===== config.mk =====
export PLATFORM = sky130hd
export DESIGN_NAME = dwfcd_core
export DESIGN_NICKNAME = d
export VERILOG_FILES = /design/src/pkg/dwfcd_pkg.sv /design/src/core/dwfcd_core.sv
export VERILOG_INCLUDE_DIRS = /design/src /design/src/pkg
export SDC_FILE = /design/constraint.sdc
export NUM_CORES = 1
export LEC_CHECK = 0
export BUFFER_PORTS_ARGS = -buffer_cell sky130_fd_sc_hd__buf_2
export CAP_MARGIN = 20
export CORE_MARGIN = 3
export CORE_UTILIZATION = 55
export CTS_CLUSTER_SIZE = 30
export DETAILED_ROUTE_END_ITERATION = 7
export GPL_TIMING_DRIVEN = 0
export PLACE_DENSITY = 0.76
export SYNTH_ARGS = -nofsm -noshare
export SYNTH_HDL_FRONTEND = slang
export SYNTH_SLANG_ARGS = --single-unit
export TNS_END_PERCENT = 1

===== constraint.sdc =====
create_clock -name clock -period 7.5 [get_ports clock]
set_input_delay 0.75 -clock clock [delete_from_list [all_inputs] [get_ports clock]]
set_output_delay 0.75 -clock clock [all_outputs]
set_load 0.01 [all_outputs]

===== src/pkg/dwfcd_regs.svh =====
/*
 * Opcodes, byte counts and timing defaults of the two-wire decoder.
 * Assumes inclusion by bare name from the core.
 */
`ifndef DWFCD_REGS_SVH
`define DWFCD_REGS_SVH

`define DWFCD_OP_ID_RD        8'hAF
`define DWFCD_OP_PARAM_RD     8'h5A
`define DWFCD_OP_FAST_RD_A    8'h0B
`define DWFCD_OP_FAST_RD_B    8'h3B
`define DWFCD_OP_FAST_RD_C    8'hBB
`define DWFCD_OP_OTP_RD       8'h4B
`define DWFCD_OP_LATCH_SET    8'h06
`define DWFCD_OP_LATCH_CLR    8'h04
`define DWFCD_OP_PROG_A       8'h02
`define DWFCD_OP_PROG_B       8'hA2
`define DWFCD_OP_PROG_C       8'hD2
`define DWFCD_OP_OTP_PROG     8'h42
`define DWFCD_OP_SMALL_ERASE  8'h20
`define DWFCD_OP_BLOCK_ERASE  8'hD8
`define DWFCD_OP_WHOLE_ERASE  8'hC7
`define DWFCD_OP_RESUME       8'h7A
`define DWFCD_OP_SUSPEND      8'h75
`define DWFCD_OP_STATUS_RD    8'h05
`define DWFCD_OP_STATUS_WR    8'h01
`define DWFCD_OP_LOCK_RD      8'hE8
`define DWFCD_OP_LOCK_WR      8'hE5
`define DWFCD_OP_FLAG_RD      8'h70
`define DWFCD_OP_FLAG_CLR     8'h50
`define DWFCD_OP_NVCFG_RD     8'hB5
`define DWFCD_OP_NVCFG_WR     8'hB1
`define DWFCD_OP_VCFG_RD      8'h85
`define DWFCD_OP_VCFG_WR      8'h81
`define DWFCD_OP_ECFG_RD      8'h65
`define DWFCD_OP_ECFG_WR      8'h61
`define DWFCD_OP_SLEEP_ENTER  8'hB9
`define DWFCD_OP_SLEEP_EXIT   8'hAB

// byte counts; an out limit of zero means unbounded
`define DWFCD_ADDR_BYTES      2'h3
`define DWFCD_ID_BYTES        9'h003
`define DWFCD_NVCFG_BYTES     9'h002
`define DWFCD_OTP_BYTES       9'h041
`define DWFCD_PAGE_BYTES      9'h100
`define DWFCD_UNBOUNDED       9'h000
`define DWFCD_DUMMY_DEFAULT   4'h8

`endif


===== src/pkg/dwfcd_pkg.sv =====
/*
 * Types of the two-wire flash instruction decoder.
 * Assumes the core includes dwfcd_regs.svh for the numeric constants.
 */
package dwfcd_pkg;

   typedef enum logic [4:0] {
      K_NONE, K_DUAL_ID_READ, K_PARAM_AREA_READ, K_DUAL_FAST_READ,
      K_OTP_READ, K_WRITE_LATCH_SET, K_WRITE_LATCH_CLEAR,
      K_DUAL_PAGE_PROGRAM, K_OTP_PROGRAM, K_SMALL_BLOCK_ERASE,
      K_BLOCK_ERASE, K_WHOLE_ARRAY_ERASE, K_MODIFY_RESUME,
      K_MODIFY_SUSPEND, K_STATUS_READ, K_STATUS_WRITE, K_LOCK_READ,
      K_LOCK_WRITE, K_FLAG_STATUS_READ, K_FLAG_STATUS_CLEAR,
      K_NONVOLATILE_CFG_READ, K_NONVOLATILE_CFG_WRITE,
      K_VOLATILE_CFG_READ, K_VOLATILE_CFG_WRITE, K_ENHANCED_CFG_READ,
      K_ENHANCED_CFG_WRITE, K_SLEEP_ENTER, K_SLEEP_EXIT
   } dwfcd_kind_t;

   typedef enum logic [2:0] {
      ST_OPCODE, ST_INPUT, ST_DUMMY, ST_OUTPUT, ST_SKIP
   } dwfcd_state_t;

   // decoded shape of one instruction
   typedef struct packed {
      dwfcd_kind_t kind;
      logic [1:0] addr_n;
      logic dummy;
      logic out;
      logic poll;
      logic needs_latch;
      logic [8:0] tot_min;
      logic [8:0] tot_max;
      logic [8:0] out_max;
   } dwfcd_info_t;

   // accepted instruction, issued once at deselection
   typedef struct packed {
      logic valid;
      dwfcd_kind_t kind;
      logic [23:0] addr;
   } dwfcd_exec_t;

   // one byte received after the address
   typedef struct packed {
      logic valid;
      logic [7:0] data;
   } dwfcd_wr_t;

   // request for the next byte to be shifted out
   typedef struct packed {
      logic valid;
      dwfcd_kind_t kind;
      logic [23:0] addr;
   } dwfcd_rd_t;

endpackage


===== src/core/dwfcd_core.sv =====
/*
 * Two-wire serial flash instruction decoder and transfer sequencer.
 * Assumes serial clock, chip select and data lines are async pins and the
 * serial clock is far slower than clock.
 */
// Function
// identification read AFh, no address or dummy, one to three bytes out.
// identity is manufacturer then two device bytes, never unique_identifier.
// opcode enters two bits per clock on both lines, four clocks.
// output drives two bits per clock, changing on serial clock falls.
// identification read during program or erase is ignored, no effect.
// chip select rise ends identification output; device returns to standby.
// parameter read 5Ah, three address bytes, eight dummy clocks, unbounded data.
// parameter read opcode, address and data all travel two bits per clock.
// dummy clocks counted plainly, never compressed; host sends full count.
// dummy clock count comes from a user setting, default eight.
// fast read accepted as 0Bh, 3Bh or BBh identically.
// fast read opcode, address and data all two bits per clock.
// page program 02h, A2h or D2h, three address bytes, 1 to 256 data.
// flag status read 70h, no address, data until deselected.
// flag status clear 50h, no address, dummy or data.
// nonvolatile config read B5h returns exactly two bytes.
// nonvolatile config write B1h takes exactly two data bytes.
// volatile config read 85h streams data until deselected.
// volatile config write 81h takes one data byte.
// enhanced config read 65h streams, write 61h takes one byte.
// sleep exit ABh has no address, dummy or data.
// lock write E5h, three address bytes then exactly one data byte.
// remaining tabulated opcodes recognised with their counts; unknown ones ignored.
// write-type instructions execute only if deselected on a byte boundary.
// read instructions may end after any output bit; driving stops.
// program and register writes need the write_permit_latch set beforehand.
`timescale 1ns/1ps

module dwfcd_core
   import dwfcd_pkg::*;
#(
   parameter logic [23:0] ID_VALUE = 24'h5A3C96 // arbitrary identity value
)(
   input wire logic clock, // system clock, 125 MHz
   input wire logic rstn, // synchronous reset, active low
   input wire logic sclk_pin, // serial clock from host
   input wire logic cs_n_pin, // chip select from host, active low
   input wire logic data_line_zero_i, // data line zero level
   input wire logic data_line_one_i, // data line one level
   output logic data_line_zero_o, // data line zero drive value
   output logic data_line_one_o, // data line one drive value
   output logic data_line_oe, // both data lines driven when high
   input wire logic modify_busy, // program or erase cycle running
   input wire logic [3:0] dummy_cfg, // configured dummy clock count
   input wire logic [7:0] src_data, // byte answering the last request
   output dwfcd_rd_t rd_req, // next output byte wanted
   output dwfcd_wr_t wr_byte, // input data byte received
   output dwfcd_exec_t exec, // accepted instruction at deselection
   output logic write_permit_latch, // write permit latch state
   output logic asleep // sleep mode state
);
`include "dwfcd_regs.svh"
////////////////////////////////////////////////////////////////////////////
// opcode decoding
function automatic dwfcd_info_t mk(input dwfcd_kind_t k,
   input logic [1:0] an, input logic dm, input logic ot, input logic pl,
   input logic lt, input logic [8:0] mn, input logic [8:0] mx,
   input logic [8:0] om);
   return '{k, an, dm, ot, pl, lt, mn, mx, om};
endfunction
function automatic dwfcd_info_t decode(input logic [7:0] op);
   localparam logic [1:0] A3 = `DWFCD_ADDR_BYTES;
   localparam logic [8:0] N0 = 9'h000;
   localparam logic [8:0] N1 = 9'h001;
   localparam logic [8:0] N2 = `DWFCD_NVCFG_BYTES;
   localparam logic [8:0] N3 = 9'h003;
   localparam logic [8:0] N4 = 9'h004;
   localparam logic [8:0] UB = `DWFCD_UNBOUNDED;
   dwfcd_info_t i;
   i = mk(K_NONE, 2'h0, 1'b0, 1'b0, 1'b0, 1'b0, N0, N0, UB);
   case (op)
      `DWFCD_OP_ID_RD: i = mk(K_DUAL_ID_READ, 2'h0, 1'b0, 1'b1, 1'b0,
         1'b0, N0, N0, `DWFCD_ID_BYTES);
      `DWFCD_OP_PARAM_RD: i = mk(K_PARAM_AREA_READ, A3, 1'b1, 1'b1, 1'b0,
         1'b0, N3, N3, UB);
      `DWFCD_OP_FAST_RD_A, `DWFCD_OP_FAST_RD_B, `DWFCD_OP_FAST_RD_C:
         i = mk(K_DUAL_FAST_READ, A3, 1'b1, 1'b1, 1'b0, 1'b0, N3, N3,
            UB);
      `DWFCD_OP_OTP_RD: i = mk(K_OTP_READ, A3, 1'b1, 1'b1, 1'b0, 1'b0, N3,
         N3, `DWFCD_OTP_BYTES);
      `DWFCD_OP_LATCH_SET: i.kind = K_WRITE_LATCH_SET;
      `DWFCD_OP_LATCH_CLR: i.kind = K_WRITE_LATCH_CLEAR;
      `DWFCD_OP_PROG_A, `DWFCD_OP_PROG_B, `DWFCD_OP_PROG_C:
         i = mk(K_DUAL_PAGE_PROGRAM, A3, 1'b0, 1'b0, 1'b0, 1'b1, N4,
            9'(N3 + `DWFCD_PAGE_BYTES), UB);
      `DWFCD_OP_OTP_PROG: i = mk(K_OTP_PROGRAM, A3, 1'b0, 1'b0, 1'b0, 1'b1,
         N4, 9'(N3 + `DWFCD_OTP_BYTES), UB);
      `DWFCD_OP_SMALL_ERASE: i = mk(K_SMALL_BLOCK_ERASE, A3, 1'b0, 1'b0,
         1'b0, 1'b1, N3, N3, UB);
      `DWFCD_OP_BLOCK_ERASE: i = mk(K_BLOCK_ERASE, A3, 1'b0, 1'b0, 1'b0,
         1'b1, N3, N3, UB);
      `DWFCD_OP_WHOLE_ERASE: i = mk(K_WHOLE_ARRAY_ERASE, 2'h0, 1'b0, 1'b0,
         1'b0, 1'b1, N0, N0, UB);
      `DWFCD_OP_RESUME: i = mk(K_MODIFY_RESUME, 2'h0, 1'b0, 1'b0, 1'b1,
         1'b0, N0, N0, UB);
      `DWFCD_OP_SUSPEND: i = mk(K_MODIFY_SUSPEND, 2'h0, 1'b0, 1'b0, 1'b1,
         1'b0, N0, N0, UB);
      `DWFCD_OP_STATUS_RD: i = mk(K_STATUS_READ, 2'h0, 1'b0, 1'b1, 1'b1,
         1'b0, N0, N0, UB);
      `DWFCD_OP_STATUS_WR: i = mk(K_STATUS_WRITE, 2'h0, 1'b0, 1'b0, 1'b0,
         1'b1, N1, N1, UB);
      `DWFCD_OP_LOCK_RD: i = mk(K_LOCK_READ, A3, 1'b0, 1'b1, 1'b0, 1'b0,
         N3, N3, UB);
      `DWFCD_OP_LOCK_WR: i = mk(K_LOCK_WRITE, A3, 1'b0, 1'b0, 1'b0, 1'b1,
         N4, N4, UB);
      `DWFCD_OP_FLAG_RD: i = mk(K_FLAG_STATUS_READ, 2'h0, 1'b0, 1'b1, 1'b1,
         1'b0, N0, N0, UB);
      `DWFCD_OP_FLAG_CLR: i.kind = K_FLAG_STATUS_CLEAR;
      `DWFCD_OP_NVCFG_RD: i = mk(K_NONVOLATILE_CFG_READ, 2'h0, 1'b0, 1'b1,
         1'b0, 1'b0, N0, N0, `DWFCD_NVCFG_BYTES);
      `DWFCD_OP_NVCFG_WR: i = mk(K_NONVOLATILE_CFG_WRITE, 2'h0, 1'b0, 1'b0,
         1'b0, 1'b1, N2, N2, UB);
      `DWFCD_OP_VCFG_RD: i = mk(K_VOLATILE_CFG_READ, 2'h0, 1'b0, 1'b1,
         1'b0, 1'b0, N0, N0, UB);
      `DWFCD_OP_VCFG_WR: i = mk(K_VOLATILE_CFG_WRITE, 2'h0, 1'b0, 1'b0,
         1'b0, 1'b1, N1, N1, UB);
      `DWFCD_OP_ECFG_RD: i = mk(K_ENHANCED_CFG_READ, 2'h0, 1'b0, 1'b1,
         1'b0, 1'b0, N0, N0, UB);
      `DWFCD_OP_ECFG_WR: i = mk(K_ENHANCED_CFG_WRITE, 2'h0, 1'b0, 1'b0,
         1'b0, 1'b1, N1, N1, UB);
      `DWFCD_OP_SLEEP_ENTER: i.kind = K_SLEEP_ENTER;
      `DWFCD_OP_SLEEP_EXIT: i.kind = K_SLEEP_EXIT;
      default: i.kind = K_NONE;
   endcase
   return i;
endfunction
////////////////////////////////////////////////////////////////////////////
// pin synchronisers and serial clock edges
logic [3:0] pin_raw, sync1_reg, sync2_reg;
logic sclk_prev_reg, cs_prev_reg;
assign pin_raw = {data_line_one_i, data_line_zero_i, cs_n_pin, sclk_pin};
genvar g;
generate
   for (g = 0; g < 4; g++) begin : g_sync
      always_ff @(posedge clock) begin
         if (!rstn) begin
            sync1_reg[g] <= 1'b0;
            sync2_reg[g] <= g == 1 ? 1'b1 : 1'b0;
         end else begin
            sync1_reg[g] <= pin_raw[g];
            sync2_reg[g] <= sync1_reg[g];
         end
      end
   end
endgenerate
always_ff @(posedge clock) begin
   if (!rstn) begin
      sclk_prev_reg <= 1'b0;
      cs_prev_reg <= 1'b1;
   end else begin
      sclk_prev_reg <= sync2_reg[0];
      cs_prev_reg <= sync2_reg[1];
   end
end
logic selected, sclk_rise, sclk_fall, cs_rise;
logic [1:0] dibit_in;
assign selected = !sync2_reg[1];
assign sclk_rise = selected && sync2_reg[0] && !sclk_prev_reg;
assign sclk_fall = selected && !sync2_reg[0] && sclk_prev_reg;
assign cs_rise = sync2_reg[1] && !cs_prev_reg;
assign dibit_in = sync2_reg[3:2];
////////////////////////////////////////////////////////////////////////////
// input sequencing on rising serial clock
dwfcd_state_t state_reg;
dwfcd_info_t info_reg, info_new;
logic [7:0] shift_reg, byte_in;
logic [1:0] dib_reg;
logic [8:0] in_bytes_reg;
logic [3:0] dummy_reg;
logic [23:0] addr_reg;
logic byte_done, accept;
assign byte_in = {shift_reg[5:0], dibit_in};
assign byte_done = dib_reg == 2'h3;
assign info_new = decode(byte_in);
// while busy only polling and suspend/resume get through
assign accept = info_new.kind != K_NONE
   && (!asleep || info_new.kind == K_SLEEP_EXIT)
   && (!modify_busy || info_new.poll);
always_ff @(posedge clock) begin
   if (!rstn || !selected) begin
      state_reg <= ST_OPCODE;
      dib_reg <= 2'h0;
      in_bytes_reg <= 9'h000;
      dummy_reg <= 4'h0;
   end else if (sclk_rise) begin
      dib_reg <= 2'(dib_reg + 2'h1);
      case (state_reg)
         ST_OPCODE: begin
            if (byte_done) begin
               if (!accept) begin
                  state_reg <= ST_SKIP;
               end else if (info_new.out && info_new.addr_n == 2'h0) begin
                  state_reg <= ST_OUTPUT;
               end else begin
                  state_reg <= ST_INPUT;
               end
            end
         end
         ST_INPUT: begin
            if (byte_done) begin
               if (in_bytes_reg != 9'h1FF) begin
                  in_bytes_reg <= 9'(in_bytes_reg + 9'h001);
               end
               if (info_reg.out
                     && in_bytes_reg[1:0] == 2'(info_reg.addr_n - 2'h1)) begin
                  // dummy clocks are plain clocks, one per count
                  if (info_reg.dummy && dummy_cfg != 4'h0) begin
                     state_reg <= ST_DUMMY;
                  end else begin
                     state_reg <= ST_OUTPUT;
                  end
               end
            end
         end
         ST_DUMMY: begin
            dummy_reg <= 4'(dummy_reg + 4'h1);
            if (4'(dummy_reg + 4'h1) == dummy_cfg) begin
               state_reg <= ST_OUTPUT;
            end
         end
         default: state_reg <= state_reg;
      endcase
   end
end

always_ff @(posedge clock) begin
   if (!rstn) begin
      shift_reg <= 8'h00;
      info_reg <= decode(8'h00);
      addr_reg <= 24'h000000;
   end else if (selected && sclk_rise) begin
      shift_reg <= byte_in;
      if (state_reg == ST_OPCODE && byte_done) begin
         info_reg <= info_new;
         addr_reg <= 24'h000000;
      end else if (state_reg == ST_INPUT && byte_done
            && in_bytes_reg < 9'(info_reg.addr_n)) begin
         addr_reg <= {addr_reg[15:0], byte_in};
      end
   end else if (rd_req.valid) begin
      addr_reg <= 24'(addr_reg + 24'h000001);
   end
end

always_ff @(posedge clock) begin
   if (!rstn) begin
      wr_byte <= '0;
   end else begin
      wr_byte.valid <= selected && sclk_rise && state_reg == ST_INPUT
         && byte_done && !info_reg.out
         && in_bytes_reg >= 9'(info_reg.addr_n);
      wr_byte.data <= byte_in;
   end
end

////////////////////////////////////////////////////////////////////////////
// output sequencing on falling serial clock
logic [7:0] out_sh_reg, id_byte, out_byte, out_next;
logic [1:0] ocnt_reg;
logic [8:0] out_bytes_reg;
logic out_done;
// identity is three bytes only; the long unique code is never reachable
assign id_byte = out_bytes_reg == 9'h000 ? ID_VALUE[23:16]
   : out_bytes_reg == 9'h001 ? ID_VALUE[15:8] : ID_VALUE[7:0];
assign out_byte = info_reg.kind == K_DUAL_ID_READ ? id_byte : src_data;
assign out_next = ocnt_reg == 2'h0 ? out_byte : out_sh_reg;
assign out_done = info_reg.out_max != `DWFCD_UNBOUNDED
   && out_bytes_reg >= info_reg.out_max;
always_ff @(posedge clock) begin
   if (!rstn) begin
      out_sh_reg <= 8'h00;
      ocnt_reg <= 2'h0;
      out_bytes_reg <= 9'h000;
      data_line_zero_o <= 1'b0;
      data_line_one_o <= 1'b0;
      data_line_oe <= 1'b0;
   end else if (!selected) begin
      ocnt_reg <= 2'h0;
      out_bytes_reg <= 9'h000;
      data_line_oe <= 1'b0;
   end else if (sclk_fall && state_reg == ST_OUTPUT) begin
      if (out_done) begin
         data_line_oe <= 1'b0;
      end else begin
         data_line_oe <= 1'b1;
         ocnt_reg <= 2'(ocnt_reg + 2'h1);
         {data_line_one_o, data_line_zero_o} <= out_next[7:6];
         out_sh_reg <= {out_next[5:0], 2'b00};
         if (ocnt_reg == 2'h3) begin
            out_bytes_reg <= 9'(out_bytes_reg + 9'h001);
         end
      end
   end
end

// byte wanted on output entry and after each byte
always_ff @(posedge clock) begin
   if (!rstn) begin
      rd_req <= '0;
   end else begin
      rd_req.valid <= selected && state_reg != ST_OUTPUT
         && ((sclk_rise && state_reg == ST_DUMMY
            && 4'(dummy_reg + 4'h1) == dummy_cfg)
         || (sclk_rise && byte_done && state_reg == ST_INPUT
            && info_reg.out
            && in_bytes_reg[1:0] == 2'(info_reg.addr_n - 2'h1)
            && !(info_reg.dummy && dummy_cfg != 4'h0))
         || (sclk_rise && byte_done && state_reg == ST_OPCODE
            && accept && info_new.out && info_new.addr_n == 2'h0));
      if (sclk_fall && state_reg == ST_OUTPUT && ocnt_reg == 2'h3) begin
         rd_req.valid <= 1'b1;
      end
      rd_req.kind <= state_reg == ST_OPCODE ? info_new.kind : info_reg.kind;
      rd_req.addr <= addr_reg;
   end
end

////////////////////////////////////////////////////////////////////////////
// execution at deselection
logic exec_ok;
assign exec_ok = state_reg == ST_INPUT && !info_reg.out
   && dib_reg == 2'h0
   && in_bytes_reg >= info_reg.tot_min
   && in_bytes_reg <= info_reg.tot_max
   && (!info_reg.needs_latch || write_permit_latch);

always_ff @(posedge clock) begin
   if (!rstn) begin
      exec <= '0;
   end else begin
      exec.valid <= cs_rise && exec_ok;
      exec.kind <= info_reg.kind;
      exec.addr <= addr_reg;
   end
end

always_ff @(posedge clock) begin
   if (!rstn) begin
      write_permit_latch <= 1'b0;
      asleep <= 1'b0;
   end else if (cs_rise && exec_ok) begin
      if (info_reg.kind == K_WRITE_LATCH_SET) begin
         write_permit_latch <= 1'b1;
      end else if (info_reg.kind == K_WRITE_LATCH_CLEAR
            || info_reg.needs_latch) begin
         write_permit_latch <= 1'b0;
      end
      if (info_reg.kind == K_SLEEP_ENTER) begin
         asleep <= 1'b1;
      end else if (info_reg.kind == K_SLEEP_EXIT) begin
         asleep <= 1'b0;
      end
   end
end

endmodule // dwfcd_core


==> reports/summary.txt <==
status: finished, final reports clean
Layout Cells excl Fill: 1155
WL/cell: 17.23 µm
final instance area: 0.008516 mm²
Seq cells post-synth: 145
post-route minimum period: 3154 ps
Synth top area share: 40.33%
max reg flops: 30
leading cell type by number of instances after synthesis: dfxtp_1
largest net degree at the start of global routing: 17
Detail Placement HPWL: 14.42 mm
Fill cells: 1123
setup_tns: 0 ps
I/O pin cnt: 93
IO Port Bufs: 92
hold_buf cts: 0
internal power: 1.363 mW
Mapped Area: 0.007198 mm²
Starting Density: 56.58%
Cells after Synth: 858
Synth area leaders: dfxtp_1 40%, nor2_1 5.4%, ha_1 4.2%
antenna violations before repair: 0
Min-Delay Endpoint: byte_in[0]
Crit. End Element: flip-flop
die extent in x: 120.4 µm
synth warn: 0
Worst path slowest cell: nor4_1
combinational fraction of design power: 2.9%
Max Buffers Root-to-Sink: 2
clk sinks: 145
Max-slew headroom: 31.56%
CTS buffer count: 17
P_leak: 3.463 nW
H-tree depth: 4
Clock power frac: 52.4%
placer congestion estimate: 1.000
pwr dens: 204.0 mW/mm²
worst hold path cell count: 1
Yosys cell types: 73
total power: 1.737 mW
Final Slew Violations: 0
Max Clock Freq: 317.0 MHz
clk root buf: clkbuf_16
setup bufs post-CTS: 0
final worst path period share: 42.06%
Core ar.: 0.01272 mm²
slowest stage delay, CP: 920 ps
vias in the first global route: 6278
worst-skew pair later-pin latency: 430 ps
DIE AREA: 0.01450 mm²
Routed Antenna Nets: 0
DRC errors left: 0
Final setup viols: 0
syn_nets: 901
first-pass detailed-route iteration total: 5
Resized Gates After CTS: 0
placed cell count: 1122
register area share after synthesis: 40.33%
DRT iter0 DRCs: 718
Layout area overhead: 18.30%
Switch Pwr: 0.3734 mW
Post-synth EDFFs: 0
worst-path cell chain: clkbuf_1, nand2_1, nor4_1, nor2_1, and3_1, or4_1, o21ai_0
worst slew pin tran: 1017 ps
Critical Path RT: 7840 ps
commonest cells in the netlist: 145 x dfxtp_1, 103 x nor2_1, 61 x nand2_1
Seq pwr share: 44.7%
Hold Crit Class: reg -> reg
Reg clk slew, reported paths: 60 ps
Die Height: 120.4 µm
Critical Path Source Type: flip-flop
syn_area_per_cell: 8.389 µm²
Worst R2R Path Depth: 7
FP Rows: 41
WS Path Type: reg -> reg
post-synthesis async set-or-reset flop share: 0%
CP Max Fanout: 10
Max Cap Viol: 0
fin nets: 1013
DRT Wirelength: 19.90 mm
RSZ-0062 raised after global routing: false
DR vias: 6821
final clock skew: 10.52 ps
DP Area: 0.007874 mm²
Ant. Diodes: 0
VDD IR max: 130.5 µV
fraction of layout cells with a size suffix above 1: 18.21%
total grt overflow: 0
CTS tree: built
FF+latch area: 0.002903 mm²
min-delay src: sync1_reg[2]
vias per inst: 5.906
reg-to-reg critical path startpoint: shift_reg[1]
Worst EP arrival: 3490 ps
reg-to-reg slack, setup: 4350 ps
first-pass GRT wire length: 31.95 mm
worst reg2reg path endpoint: rd_req[29]
Post-synth top flop: dfxtp_1
sw frac: 21.50%
final hold vios: 0
All-Layer GR Usage: 27.57%
post-synth top area cell: dfxtp_1
multi-input combinational cell area: 0.003779 mm²
[through the flow]
step,hold slack (ps),util [%],setup WS (ps)
5_1_grt,461.6,66.94,4265
2_1_floorplan,386.3,-,5092
3_3_place_gp,413.9,61.89,4226
4_1_cts,438.6,66.90,4218
3_5_place_dp,423.5,61.89,4217
6_report,434.9,66.94,4346
[cells by family after synthesis]
logic type | Yosys count | share of synthesized area (%)
AO/OA/AOI/OAI | 194 | 18.23
XOR/XNOR | 26 | 3.164
adder cells (fa/ha/maj) | 24 | 4.172
buffers and inverters | 110 | 7.179
flip-flops | 145 | 40.33
multiplexers | 14 | 1.982
AND/OR/NAND/NOR | 345 | 24.94
[routing by layer]
metal | wire (µm) | global-route usage, %
met1 | 8970 | 38.37
met2 | 8856 | 43.35
met3 | 1697 | 6.174
met4 | 371 | 7.436
met5 | 0 | 0
[power by group through the flow]
stage	Combinational (mW)	Clock [mW]	Sequential, mW
floorplan	0.0271	0	0.793
global placement	0.0481	0	0.793
detailed placement	0.0481	0	0.793
CTS	0.0486	0.919	0.776
global route	0.0531	0.956	0.776
finish	0.0495	0.911	0.776
[final cells by class]
type | instances | share of cell area (%)
inverters | 39 | 1.719
flip-flops and latches | 145 | 34.09
plain buffers | 71 | 4.349
multi-input cells | 603 | 44.37
well taps | 172 | 2.527
repair buffers | 93 | 5.466
clock buffers | 19 | 5.319
clock inverters | 13 | 2.160
[cells in the final DEF (no fill, tap or decap), types with 8 or more instances in the layout]
cell type / count
dfxtp_1: 145
nor2_1: 103
buf_2: 95
nand2_1: 61
a21oi_1: 44
clkbuf_1: 41
inv_1: 39
o21ai_0: 39
and2_1: 33
nor3_1: 27
ha_1: 24
buf_4: 24
xnor2_1: 19
a211oi_1: 19
nand3_1: 17
clkbuf_16: 17
nor4_1: 12
mux2i_1: 12
nand2b_1: 11
o22ai_1: 11
nand4_1: 11
a31oi_1: 10
and3_1: 9
a22oi_1: 8
[how the worst max path moves through the flow]
stage	from	to	slack [ps]	cells after the start
after detailed placement	sync2_reg[0]	addr_reg[22]	4220	7
final	shift_reg[1]	rd_req[29]	4350	7
after global routing	shift_reg[1]	rd_req[29]	4270	7
after CTS	sync2_reg[0]	addr_reg[22]	4220	7
after floorplan	out_bytes_reg[0]	data_line_zero_o	5090	9
after global placement	sync2_reg[0]	addr_reg[22]	4230	7
[worst max-delay path: cells and delay by family (launching register included)]
family                 cells  cell delay, ps
DFF                        1             410
AOI/OAI and AO/OA          1             180
and+or+nand+nor            5            2070
buffers and inverters      1             410
No activity file was read; power rests on OpenSTA's default activity.
